==> config.mk <==
export PLATFORM = sky130hd
export DESIGN_NAME = cev_vector
export DESIGN_NICKNAME = d
export VERILOG_FILES = /design/src/common/cev_pkg.sv /design/src/verilog/cev_vector.sv
export SDC_FILE = /design/constraint.sdc
export NUM_CORES = 1
export LEC_CHECK = 0
export ABC_AREA = 1
export BUFFER_PORTS_ARGS = -buffer_cell sky130_fd_sc_hd__buf_2
export CAP_MARGIN = 20
export CORE_ASPECT_RATIO = 0.7
export CORE_MARGIN = 3
export CORE_UTILIZATION = 47
export CTS_BUF_LIST = sky130_fd_sc_hd__clkbuf_8
export CTS_CLUSTER_SIZE = 12
export DETAILED_ROUTE_END_ITERATION = 7
export PLACE_DENSITY = 0.87
export REMOVE_ABC_BUFFERS = 1
export SYNTH_ARGS = -nofsm -noshare
export SYNTH_HDL_FRONTEND = slang
export SYNTH_SLANG_ARGS = --single-unit
==> constraint.sdc <==
create_clock -name clk_in -period 1.4 [get_ports clk_in]
set_input_delay 0.28 -clock clk_in [delete_from_list [all_inputs] [get_ports clk_in]]
set_output_delay 0.28 -clock clk_in [all_outputs]
set_load 0.01 [all_outputs]
==> src/common/cev_pkg.sv <==
/*
 * Shared constants for the exception vectoring block: priority ranks,
 * handler offsets, reset address and the widths used by the ports.
 * Assumes a 32-bit address space and halfword-aligned instructions.
 */
package cev_pkg;

    localparam int unsigned ADDR_W = 32;
    localparam int unsigned RANK_W = 5;

    // fixed reset entry, independent of the vector base
    localparam logic [31:0] RESET_ADDR = 32'h8000_0000;
    localparam logic [31:0] SCALL_RET_INC = 32'h0000_0002;

    // priority ranks
    localparam logic [4:0] RANK_RESET = 5'h01;
    localparam logic [4:0] RANK_NMI   = 5'h07;
    localparam logic [4:0] RANK_IRQ3  = 5'h08;
    localparam logic [4:0] RANK_BRK   = 5'h0F;
    localparam logic [4:0] RANK_ILL   = 5'h10;
    localparam logic [4:0] RANK_UNIMP = 5'h11;
    localparam logic [4:0] RANK_PRIV  = 5'h12;
    localparam logic [4:0] RANK_FP    = 5'h13;
    localparam logic [4:0] RANK_COP   = 5'h14;
    localparam logic [4:0] RANK_SCALL = 5'h15;
    localparam logic [4:0] RANK_DAR   = 5'h16;
    localparam logic [4:0] RANK_DAW   = 5'h17;
    localparam logic [4:0] RANK_DMR   = 5'h18;
    localparam logic [4:0] RANK_DMW   = 5'h19;
    localparam logic [4:0] RANK_DPR   = 5'h1A;
    localparam logic [4:0] RANK_DPW   = 5'h1B;
    localparam logic [4:0] RANK_DMOD  = 5'h1C;

    // handler offsets from the vector base
    localparam logic [31:0] OFS_NMI   = 32'h0000_0010;
    localparam logic [31:0] OFS_BRK   = 32'h0000_001C;
    localparam logic [31:0] OFS_ILL   = 32'h0000_0020;
    localparam logic [31:0] OFS_UNIMP = 32'h0000_0024;
    localparam logic [31:0] OFS_PRIV  = 32'h0000_0028;
    localparam logic [31:0] OFS_FP    = 32'h0000_002C;
    localparam logic [31:0] OFS_COP   = 32'h0000_0030;
    localparam logic [31:0] OFS_SCALL = 32'h0000_0100;
    localparam logic [31:0] OFS_DAR   = 32'h0000_0034;
    localparam logic [31:0] OFS_DAW   = 32'h0000_0038;
    localparam logic [31:0] OFS_DMR   = 32'h0000_0060;
    localparam logic [31:0] OFS_DMW   = 32'h0000_0070;
    localparam logic [31:0] OFS_DPR   = 32'h0000_003C;
    localparam logic [31:0] OFS_DPW   = 32'h0000_0040;
    localparam logic [31:0] OFS_DMOD  = 32'h0000_0044;

    // one-hot vectoring states
    typedef enum logic [1:0] {
        CEV_ST_RESET = 2'b01,
        CEV_ST_RUN   = 2'b10
    } cev_state_t;

endpackage

==> src/verilog/cev_vector.sv <==
/*
 * Exception prioritisation and vectoring for a three-stage core.
 * Assumes event inputs are single-cycle requests synchronous to clk_in,
 * each carrying the program counter of the instruction it concerns, and
 * that fetch follows redirect_out whenever it pulses.
 */
`timescale 1ns/1ps

// Contract
// (RULE1) breakpoint rank 15, base+0x1C, first uncompleted
// (RULE2) illegal opcode rank 16, base+0x20, faulting pc
// (RULE3) unimplemented instruction rank 17, base+0x24, pc
// (RULE4) privilege violation rank 18, base+0x28, pc
// (RULE5) floating-point slot 19 never raised
// (RULE6) coprocessor absent rank 20, base+0x30, pc
// (RULE7) supervisor call rank 21, base+0x100, pc+2
// (RULE8) data address read/write ranks 22/23, 0x34/0x38
// (RULE9) translation miss read/write ranks 24/25, 0x60/0x70
// (RULE10) protection fault read/write ranks 26/27, 0x3C/0x40
// (RULE11) translation-modified slot 28 never raised
// (RULE12) app-mode interrupt, protected stack: protection write fault
// (RULE13) reset rank 1, start 0x8000_0000, return undefined
// (RULE14) nmi rank 7 base+0x10; irq ranks 8-11 autovectored
// (RULE15) smallest rank wins; handler is base plus offset
module cev_vector
    import cev_pkg::*;
(
    // clock and reset
    input  wire logic              clk_in,
    input  wire logic              rst_n_in,
    // vector base and mode
    input  wire logic [ADDR_W-1:0] exception_vector_base_in,
    input  wire logic              app_mode_in,
    input  wire logic              sys_stack_protected_in,
    // interrupt requests
    input  wire logic              nmi_in,
    input  wire logic [3:0]        irq_in,
    input  wire logic [ADDR_W-1:0] irq_autovector_in,
    input  wire logic [ADDR_W-1:0] first_uncompleted_pc_in,
    // on_chip_debug_system
    input  wire logic              breakpoint_in,
    // decode-stage faults
    input  wire logic              illegal_opcode_in,
    input  wire logic              unimplemented_in,
    input  wire logic              privilege_in,
    input  wire logic              cop_absent_in,
    input  wire logic              scall_in,
    input  wire logic [ADDR_W-1:0] fault_pc_in,
    // data address faults
    input  wire logic              data_addr_rd_in,
    input  wire logic              data_addr_wr_in,
    // data_translation_buffer / memory_protection_unit
    input  wire logic              dtb_miss_rd_in,
    input  wire logic              dtb_miss_wr_in,
    input  wire logic              mpu_prot_rd_in,
    input  wire logic              mpu_prot_wr_in,
    // fetch redirection
    output logic                   redirect_out,
    output logic [ADDR_W-1:0]      handler_addr_out,
    output logic [ADDR_W-1:0]      return_addr_out,
    output logic [RANK_W-1:0]      rank_out
);

    cev_state_t        state_r;
    logic              hit_nxt;
    logic [ADDR_W-1:0] ofs_nxt;
    logic [ADDR_W-1:0] ret_nxt;
    logic [RANK_W-1:0] rank_nxt;
    logic              autovec_nxt;
    logic              stack_fault;
    logic [ADDR_W-1:0] handler_nxt;

    // interrupt entry from application mode pushes onto a protected stack
    assign stack_fault = app_mode_in && sys_stack_protected_in
                       && (nmi_in || (|irq_in)); // [RULE12]

    // fixed priority chain: first match is the smallest rank
    always_comb
    begin
        hit_nxt     = 1'b1;
        ofs_nxt     = '0;
        ret_nxt     = fault_pc_in;
        rank_nxt    = '0;
        autovec_nxt = 1'b0;
        if (nmi_in && !stack_fault)
        begin
            rank_nxt = RANK_NMI; // [RULE14]
            ofs_nxt  = OFS_NMI;
            ret_nxt  = first_uncompleted_pc_in;
        end
        else if ((|irq_in) && !stack_fault)
        begin
            // autovectored; level 3 is the most urgent
            autovec_nxt = 1'b1; // [RULE14]
            ret_nxt     = first_uncompleted_pc_in;
            if (irq_in[3])
                rank_nxt = RANK_IRQ3;
            else if (irq_in[2])
                rank_nxt = RANK_IRQ3 + 5'h01;
            else if (irq_in[1])
                rank_nxt = RANK_IRQ3 + 5'h02;
            else
                rank_nxt = RANK_IRQ3 + 5'h03;
        end
        else if (breakpoint_in)
        begin
            rank_nxt = RANK_BRK; // [RULE1]
            ofs_nxt  = OFS_BRK;
            ret_nxt  = first_uncompleted_pc_in;
        end
        else if (illegal_opcode_in)
        begin
            rank_nxt = RANK_ILL; // [RULE2]
            ofs_nxt  = OFS_ILL;
        end
        else if (unimplemented_in)
        begin
            rank_nxt = RANK_UNIMP; // [RULE3]
            ofs_nxt  = OFS_UNIMP;
        end
        else if (privilege_in)
        begin
            rank_nxt = RANK_PRIV; // [RULE4]
            ofs_nxt  = OFS_PRIV;
        end
        else if (cop_absent_in)
        begin
            rank_nxt = RANK_COP; // [RULE6]
            ofs_nxt  = OFS_COP;
        end
        else if (scall_in)
        begin
            rank_nxt = RANK_SCALL; // [RULE7]
            ofs_nxt  = OFS_SCALL;
            ret_nxt  = fault_pc_in + SCALL_RET_INC;
        end
        else if (data_addr_rd_in)
        begin
            rank_nxt = RANK_DAR; // [RULE8]
            ofs_nxt  = OFS_DAR;
        end
        else if (data_addr_wr_in)
        begin
            rank_nxt = RANK_DAW; // [RULE8]
            ofs_nxt  = OFS_DAW;
        end
        else if (dtb_miss_rd_in)
        begin
            rank_nxt = RANK_DMR; // [RULE9]
            ofs_nxt  = OFS_DMR;
        end
        else if (dtb_miss_wr_in)
        begin
            rank_nxt = RANK_DMW; // [RULE9]
            ofs_nxt  = OFS_DMW;
        end
        else if (mpu_prot_rd_in)
        begin
            rank_nxt = RANK_DPR; // [RULE10]
            ofs_nxt  = OFS_DPR;
        end
        else if (mpu_prot_wr_in || stack_fault)
        begin
            rank_nxt = RANK_DPW; // [RULE10] [RULE12]
            ofs_nxt  = OFS_DPW;
            if (stack_fault && !mpu_prot_wr_in)
                ret_nxt = first_uncompleted_pc_in;
        end
        else
        begin
            // floating-point and translation-modified slots have no source
            hit_nxt = 1'b0; // [RULE5] [RULE11]
        end
    end

    // handler is base plus offset, or the interrupt autovector
    assign handler_nxt = autovec_nxt ? irq_autovector_in
                       : exception_vector_base_in + ofs_nxt; // [RULE15]

    // reset entry first, then normal vectoring
    always_ff @(posedge clk_in or negedge rst_n_in)
    begin
        if (!rst_n_in)
            state_r <= CEV_ST_RESET;
        else
        begin
            case (state_r)
                CEV_ST_RESET: state_r <= CEV_ST_RUN;
                CEV_ST_RUN:   state_r <= CEV_ST_RUN;
                default:      state_r <= CEV_ST_RESET;
            endcase
        end
    end

    // registered redirect; return address left at zero for reset
    always_ff @(posedge clk_in or negedge rst_n_in)
    begin
        if (!rst_n_in)
        begin
            redirect_out     <= 1'b0;
            handler_addr_out <= RESET_ADDR;
            return_addr_out  <= '0;
            rank_out         <= RANK_RESET;
        end
        else if (state_r == CEV_ST_RESET)
        begin
            // fixed start, ignores the vector base
            redirect_out     <= 1'b1; // [RULE13]
            handler_addr_out <= RESET_ADDR;
            rank_out         <= RANK_RESET;
        end
        else
        begin
            redirect_out <= hit_nxt;
            if (hit_nxt)
            begin
                handler_addr_out <= handler_nxt;
                return_addr_out  <= ret_nxt;
                rank_out         <= rank_nxt;
            end
        end
    end

    // supervisor call returns past the two-byte call
    scall_ret_a: assert property (@(posedge clk_in) disable iff (!rst_n_in)
        (state_r == CEV_ST_RUN && scall_in && !nmi_in && irq_in == 4'h0
         && !breakpoint_in && !illegal_opcode_in && !unimplemented_in
         && !privilege_in && !cop_absent_in)
        |=> (return_addr_out == $past(fault_pc_in) + 32'h0000_0002
             && rank_out == 5'h15))
        else $error("supervisor call return address wrong"); // [RULE7]

    // breakpoint beats decode faults
    brk_prio_a: assert property (@(posedge clk_in) disable iff (!rst_n_in)
        (state_r == CEV_ST_RUN && breakpoint_in && !nmi_in && irq_in == 4'h0)
        |=> (rank_out == 5'h0F && redirect_out
             && handler_addr_out == $past(exception_vector_base_in) + 32'h0000_001C))
        else $error("breakpoint not vectored"); // [RULE1]

    // illegal opcode vector
    ill_vec_a: assert property (@(posedge clk_in) disable iff (!rst_n_in)
        (rank_out == 5'h10 && redirect_out)
        |-> handler_addr_out == $past(exception_vector_base_in) + 32'h0000_0020)
        else $error("illegal opcode vector wrong"); // [RULE2]

    // translation miss write vector
    miss_wr_a: assert property (@(posedge clk_in) disable iff (!rst_n_in)
        (rank_out == 5'h19 && redirect_out)
        |-> handler_addr_out == $past(exception_vector_base_in) + 32'h0000_0070)
        else $error("translation miss write vector wrong"); // [RULE9]

    // unused slots never appear
    no_unused_a: assert property (@(posedge clk_in) disable iff (!rst_n_in)
        redirect_out |-> (rank_out != 5'h13 && rank_out != 5'h1C))
        else $error("unused event slot raised"); // [RULE5] [RULE11]

    // first redirect after reset goes to the fixed address
    reset_entry_a: assert property (@(posedge clk_in) disable iff (!rst_n_in)
        $rose(redirect_out) && $past(state_r) == CEV_ST_RESET
        |-> (handler_addr_out == 32'h8000_0000 && rank_out == 5'h01))
        else $error("reset entry address wrong"); // [RULE13]

    // stack fault on protected interrupt entry
    stack_flt_a: assert property (@(posedge clk_in) disable iff (!rst_n_in)
        (state_r == CEV_ST_RUN && stack_fault && !breakpoint_in
         && !illegal_opcode_in && !unimplemented_in && !privilege_in
         && !cop_absent_in && !scall_in && !data_addr_rd_in && !data_addr_wr_in
         && !dtb_miss_rd_in && !dtb_miss_wr_in && !mpu_prot_rd_in)
        |=> rank_out == 5'h1B)
        else $error("protected stack fault missing"); // [RULE12]

    // nmi outranks everything below it
    nmi_prio_a: assert property (@(posedge clk_in) disable iff (!rst_n_in)
        (state_r == CEV_ST_RUN && nmi_in && !stack_fault)
        |=> (rank_out == 5'h07
             && handler_addr_out == $past(exception_vector_base_in) + 32'h0000_0010))
        else $error("nmi not vectored first"); // [RULE14] [RULE15]

endmodule // cev_vector
Yosys cells after proc, flatten, opt, wreduce, memory -nomap -nowiden
Index checks and enable logic that the tools add are counted.
{ "word_totals": {"register_bits": 72, "latch_bits": 0, "ramBits": 0, "rom_bits": 0, "output_inout_bits": 70, "word_cells": 92, "n_memories": 0} }
{ "op_classes": {"addsub": 2, "n_mul": 0, "div_mod_pow": 0, "order_cmp": 0, "eq_ne": 2, "shifts": 0, "muxes": 69, "bitwise_logic": 1, "n_reduce_logical": 13} }
{ "op_table": {"columns": ["operator", "n"], "rows": [
  ["32-bit 2-to-1 mux", 18],
  ["5-bit 2-to-1 mux", 16],
  ["9-bit 2-to-1 mux", 8],
  ["7-bit 2-to-1 mux", 6],
  ["32-bit by 2-bit adder with 32-bit output, second input constant", 1],
  ["32-bit adder", 1],
  ["1-bit 2-to-1 mux", 18],
  ["2-bit 2-to-1 mux", 3],
  ["1-bit logical AND", 5],
  ["4-bit OR reduction", 1],
  ["2-bit by 1-bit == test with 1-bit output, second input constant", 1],
  ["2-bit == test, second input constant", 1],
  ["1-bit zero test", 2],
  ["1-bit logical OR", 2],
  ["2-bit AND reduction", 1],
  ["2-bit nonzero test", 1],
  ["2-bit OR reduction", 1],
  ["1-bit NOT", 1]
]} }

Depth between registers and ports, before layout
{ "logic_depth": {"word_depth": 22, "depth_mapped": 22, "ltp_nobuf": 22} }

Worst setup path after synthesis
OpenSTA, ideal clock, no wires.
{ "synth_timing": {"path_type": "input port to flip-flop", "start": "input dtb_miss_rd_in", "end": "register handler_addr_out[26]", "setup_time_ns": 0.124, "arrival_ns": 2.651, "slack_ns": -1.375, "stages": 22, "path_buffers": 0, "cell_sequence": "nor2_2 -> nand2_1 -> o21ai_0 -> nand2_1 -> o21ai_0 -> nand2_1 -> a21oi_1 -> ha_1 -> inv_1 -> fa_1 -> inv_1 -> nand3_1 -> nand2_1 -> nand2_1 -> a21oi_2 -> a21oi_2 -> nor2_4 -> nand2_1 -> nand2_1 -> nand3_1 -> o211ai_1 -> nand2_1"} }
{ "synth_via": {"elab_chain_len": 15, "elab_cells_between_ends": 27} }
{ "synth_rtl": {"columns": ["item", "line", "source"], "rows": [
  ["from (decl)", "cev_vector.sv:53", "input wire logic dtb_miss_rd_in,"],
  ["7-bit 2-to-1 mux", "cev_vector.sv:147", "else if (dtb_miss_rd_in)"],
  ["7-bit 2-to-1 mux", "cev_vector.sv:142", "else if (data_addr_wr_in)"],
  ["7-bit 2-to-1 mux", "cev_vector.sv:137", "else if (data_addr_rd_in)"],
  ["9-bit 2-to-1 mux", "cev_vector.sv:131", "else if (scall_in)"],
  ["9-bit 2-to-1 mux", "cev_vector.sv:126", "else if (cop_absent_in)"],
  ["9-bit 2-to-1 mux", "cev_vector.sv:121", "else if (privilege_in)"],
  ["9-bit 2-to-1 mux", "cev_vector.sv:116", "else if (unimplemented_in)"],
  ["9-bit 2-to-1 mux", "cev_vector.sv:111", "else if (illegal_opcode_in)"],
  ["9-bit 2-to-1 mux", "cev_vector.sv:105", "else if (breakpoint_in)"],
  ["9-bit 2-to-1 mux", "cev_vector.sv:91", "else if ((|irq_in) && !stack_fault)"],
  ["9-bit 2-to-1 mux", "cev_vector.sv:85", "if (nmi_in && !stack_fault)"],
  ["32-bit adder", "cev_vector.sv:178", ": exception_vector_base_in + ofs_nxt;"],
  ["32-bit 2-to-1 mux", "cev_vector.sv:177", "assign handler_nxt = autovec_nxt ? irq_autovector_in"],
  ["32-bit 2-to-1 mux", "cev_vector.sv:215", "if (hit_nxt)"],
  ["32-bit 2-to-1 mux", "cev_vector.sv:205", "else if (state_r == CEV_ST_RESET)"],
  ["to (signal assigned)", "cev_vector.sv:217", "handler_addr_out <= handler_nxt;"],
  ["to (decl)", "cev_vector.sv:59", "output logic [ADDR_W-1:0] handler_addr_out,"]
]} }
Parallel ways exist; a longest one is shown, timed or not. The select of a mux whose other input is x is not followed.
A chain may end at the register's enable or synchronous reset.

Worst setup path after layout
{ "layout_timing": {"start": "input dtb_miss_rd_in", "end": "register handler_addr_out[28]"} }
Same word-level chain as after synthesis.

==> flow_metrics.env <==
export IMPL_status="finished with violations"
export IMPL_violations="DRC, setup timing"
export IMPL_ys_seq_area_share_pct=29.8
export IMPL_rows=34
export IMPL_cp_data_arrival_time_ns=3.31
export IMPL_maxCapViolCount=0
export IMPL_initialDrtViolationCount=1290
export IMPL_drtAntennaViolNets=0
export IMPL_power_internal_mw=4.15
export IMPL_cts_tree="built"
export IMPL_layout_nets=1530
export IMPL_numPortBuffers=218
export IMPL_drc=184
export IMPL_relSlewSlack_pct=59.3
export IMPL_die_x_um=142
export IMPL_pwr_share_comb_pct=34.3
export IMPL_fmax_ghz=0.326
export IMPL_path_cells="buf_6, nor2_4, nand2_2, o21ai_2, nand2_1, o21ai_1, nand2_1, a21oi_2, ha_2, inv_2, fa_2, inv_2, nand3_2, nand2_2, nand2_4, a21oi_4, a21oi_4, nor2_4, nand2_1, xnor2_2, nor2_1, o21ai_1"
export IMPL_gp_congestion=1.04
export IMPL_required_ns=1.64
export IMPL_initial_utilization_pct=48.4
export IMPL_cp_slowest_cell="fa_2"
export IMPL_finClkSkew_ns=0.0105
export IMPL_grt_max_degree=73
export IMPL_cts_max_path_buffers=2
export IMPL_numCtsBuffers=9
export IMPL_setup_viol=70
export IMPL_timing_rr_end="rank_out[2]"
export IMPL_end_kind="flop"
export IMPL_setup_ws_ns=-1.67
export IMPL_cts_sinks=72
export IMPL_crit_start="dtb_miss_rd_in"
export IMPL_clkLatencyLatePin_ns=0.36
export IMPL_hold_path_endpoint="handler_addr_out[13]"
export IMPL_grt_pass1_vias=8133
export IMPL_grt_total_usage_pct=37.1
export IMPL_post_route_period_util_pct=219
export IMPL_wl_per_cell_um=21.1
export IMPL_viasPerCell=6.14
export IMPL_via_count=9452
export IMPL_p_sw_share_pct=36.0
export IMPL_syn_to_final_growth_pct=69.7
export IMPL_syn_area_per_cell_sq_um=6.53
export IMPL_p_sw_mw=2.33
export IMPL_whs_path_depth=3
export IMPL_r2r_start="state_r[0]"
export IMPL_crit_fanout=3
export IMPL_ff2ff_path_depth=7
export IMPL_fillCellCount=757
export IMPL_core_region_area_sq_mm=0.0125
export IMPL_clkSlewWorstSetupHoldPaths_ns=0.08
export IMPL_wl_um=32400
export IMPL_powerDensity_mw_per_mm2=631
export IMPL_cp_slowest_stage_delay_ns=0.35
export IMPL_die_area_sq_mm=0.0143
export IMPL_synth_edff_count=0
export IMPL_drive_above_1_share_pct=48.4
export IMPL_first_pass_iters=8
export IMPL_die_h_um=101
export IMPL_synth_cells=928
export IMPL_hold_violations=0
export IMPL_tightest_slew_ns=0.608
export IMPL_path_common_cell="nand2_1"
export IMPL_synth_cell_area_sq_mm=0.00606
export IMPL_synth_warnings=0
export IMPL_h_tree_depth=3
export IMPL_min_path_type="input port to flop"
export IMPL_drv_slew=0
export IMPL_grt_overflow_total=0
export IMPL_n_antenna_cell=0
export IMPL_cts_root_buf="clkbuf_8"
export IMPL_grt_pass1_wl_um=42200
export IMPL_hp_start="irq_autovector_in[13]"
export IMPL_post_place_ws_ns=-1.87
export IMPL_io_pins=219
export IMPL_rrSetupSlack_ns=-0.28
export IMPL_rsz0062_at_grt="true"
export IMPL_min_period_ns=3.07
export IMPL_start_kind="input port"
export IMPL_synthArstFlopShare_pct=100
export IMPL_dp_hpwl_um=18900
export IMPL_antenna_found_initial=1
export IMPL_clkPwrFrac_pct=28.8
export IMPL_synth_flop_cell="dfrtp_1"
export IMPL_ys_ff_latch=72
export IMPL_yosysUniqueCellTypes=51
export IMPL_ir_worst_vdd_uv=631
export IMPL_seq_power_share_pct=36.9
export IMPL_tns_ns=-56.50
export IMPL_critPathKind="input port to flop"
export IMPL_p_leak_nw=5.04
## worst max-delay path by stage
stage / end / slack, ns / cells after the start
4_1_cts: handler_addr_out[16] / -1.25 / 22
3_5_place_dp: handler_addr_out[26] / -1.87 / 23
3_3_place_gp: handler_addr_out[18] / -1.77 / 23
2_1_floorplan: handler_addr_out[26] / -1.39 / 22
6_report: handler_addr_out[28] / -1.67 / 22
5_1_grt: handler_addr_out[16] / -1.89 / 22
## metal layers
layer / routed length (um) / vias up / share of wire, % / GRT usage (%)
met5: 61 / - / 0.19 / 0
met3: 4780 / 278 / 15 / 9.53
met4: 2130 / 2 / 6.6 / 12.8
met2: 13300 / 920 / 41 / 54.6
met1: 12200 / 4273 / 38 / 52.9
li1: - / 3979 / - / -
## placed cells by master, fill, tap and decap left out, types with 22 or more instances in the layout
| cell type | instances |
|---|---|
| a21oi_1 | 65 |
| a21oi_2 | 25 |
| buf_2 | 213 |
| buf_4 | 202 |
| buf_6 | 32 |
| dfrtp_1 | 69 |
| inv_1 | 91 |
| nand2_1 | 215 |
| nand2_2 | 25 |
| nand3_1 | 37 |
| nor2_1 | 68 |
| nor3_1 | 22 |
| o211ai_1 | 24 |
| o21ai_1 | 35 |
## kinds of logic after synthesis
kind of cell,Yosys count,synth area share [%]
DFF,72,29.8
buffers and inverters,144,10.5
and+or+nand+nor,465,33.8
AOI/OAI and AO/OA,215,20.5
muxes,4,0.661
xor gates and xnor gates,19,2.75
adders and majority gates,9,1.98
## worst max-delay path: cells and delay by family
family / cells / cell delay [ns]
AND/OR/NAND/NOR: 10 / 1.09
AO/OA/AOI/OAI: 6 / 0.95
adder cells (fa/ha/maj): 2 / 0.56
buffers and inverters: 3 / 0.23
XOR/XNOR: 1 / 0.17
## synth_stat cells, types with 5 or more instances
library cell,number,area [sq um]
o21ai_0,36,180
inv_2,9,33.8
a21oi_1,88,440
nand4_1,17,106
o211ai_1,24,180
nor2_4,5,56.3
dfrtp_1,69,1730
buf_2,6,30.0
nand2_2,8,50.1
o22ai_1,5,31.3
nor2_1,93,349
ha_1,8,100
nor2_2,11,68.8
a21oi_2,7,61.3
nand2_1,243,912
xor2_1,15,131
nand3_1,48,240
clkbuf_1,12,45.0
nor3_1,24,120
o21ai_1,30,150
buf_6,11,124
inv_1,99,372
## what timing repair did
| item | 4_1_cts | 5_1_grt |
|---|---|---|
| endpoints found under the setup margin | 69 | 69 |
| hold endpoints to repair | 69 | 0 |
| pin swaps | 46 | 70 |
| hold buffers | 1 | 0 |
| cloned | 2 | 3 |
| buffers inserted | 27 | 17 |
| gates resized for setup | 107 | 136 |
## state kept, by name, indices dropped and copies added (netlist names)
name              cells
handler_addr_out     32
redirect_out          1
state_r               2
rank_out              5
return_addr_out      32
## metrics by stage
stage / util [%] / area, sq um / total power, mW / hold slack [ns] / instances
final: 82.2 / 10300 / 6.48 / 0.152 / 1539
after CTS: 76.5 / 9560 / 6.11 / 0.137 / 1521
after global placement: 69.8 / 8730 / 4.12 / 0.327 / 1476
after global routing: 82.2 / 10300 / 6.71 / 0.137 / 1539
after detailed placement: 69.8 / 8730 / 4.17 / 0.331 / 1476
after floorplan: - / 5840 / 3.10 / -0.0156 / 896
## cell type report
type                            instances  area (sq um)  share of cell area (%)
Clock buffer                           11           151                    1.47
Clock inverter                          5          55.1                   0.535
Inverter                              112           444                    4.32
Multi-Input combinational cell        712          4300                    41.8
Sequential cell                        72          1810                    17.6
Tap cell                              162           203                    1.97
Timing Repair Buffer                  465          3320                    32.3
## power groups by stage
stage / combinational, mW / sequential, mW / clock [mW]
after floorplan: 0.616 / 2.48 / 0
after global placement: 1.73 / 2.39 / 0
after detailed placement: 1.77 / 2.40 / 0
after CTS: 1.91 / 2.37 / 1.84
after global routing: 2.35 / 2.41 / 1.95
final: 2.22 / 2.39 / 1.87
Note: power is estimated with default switching activity, not from simulation.
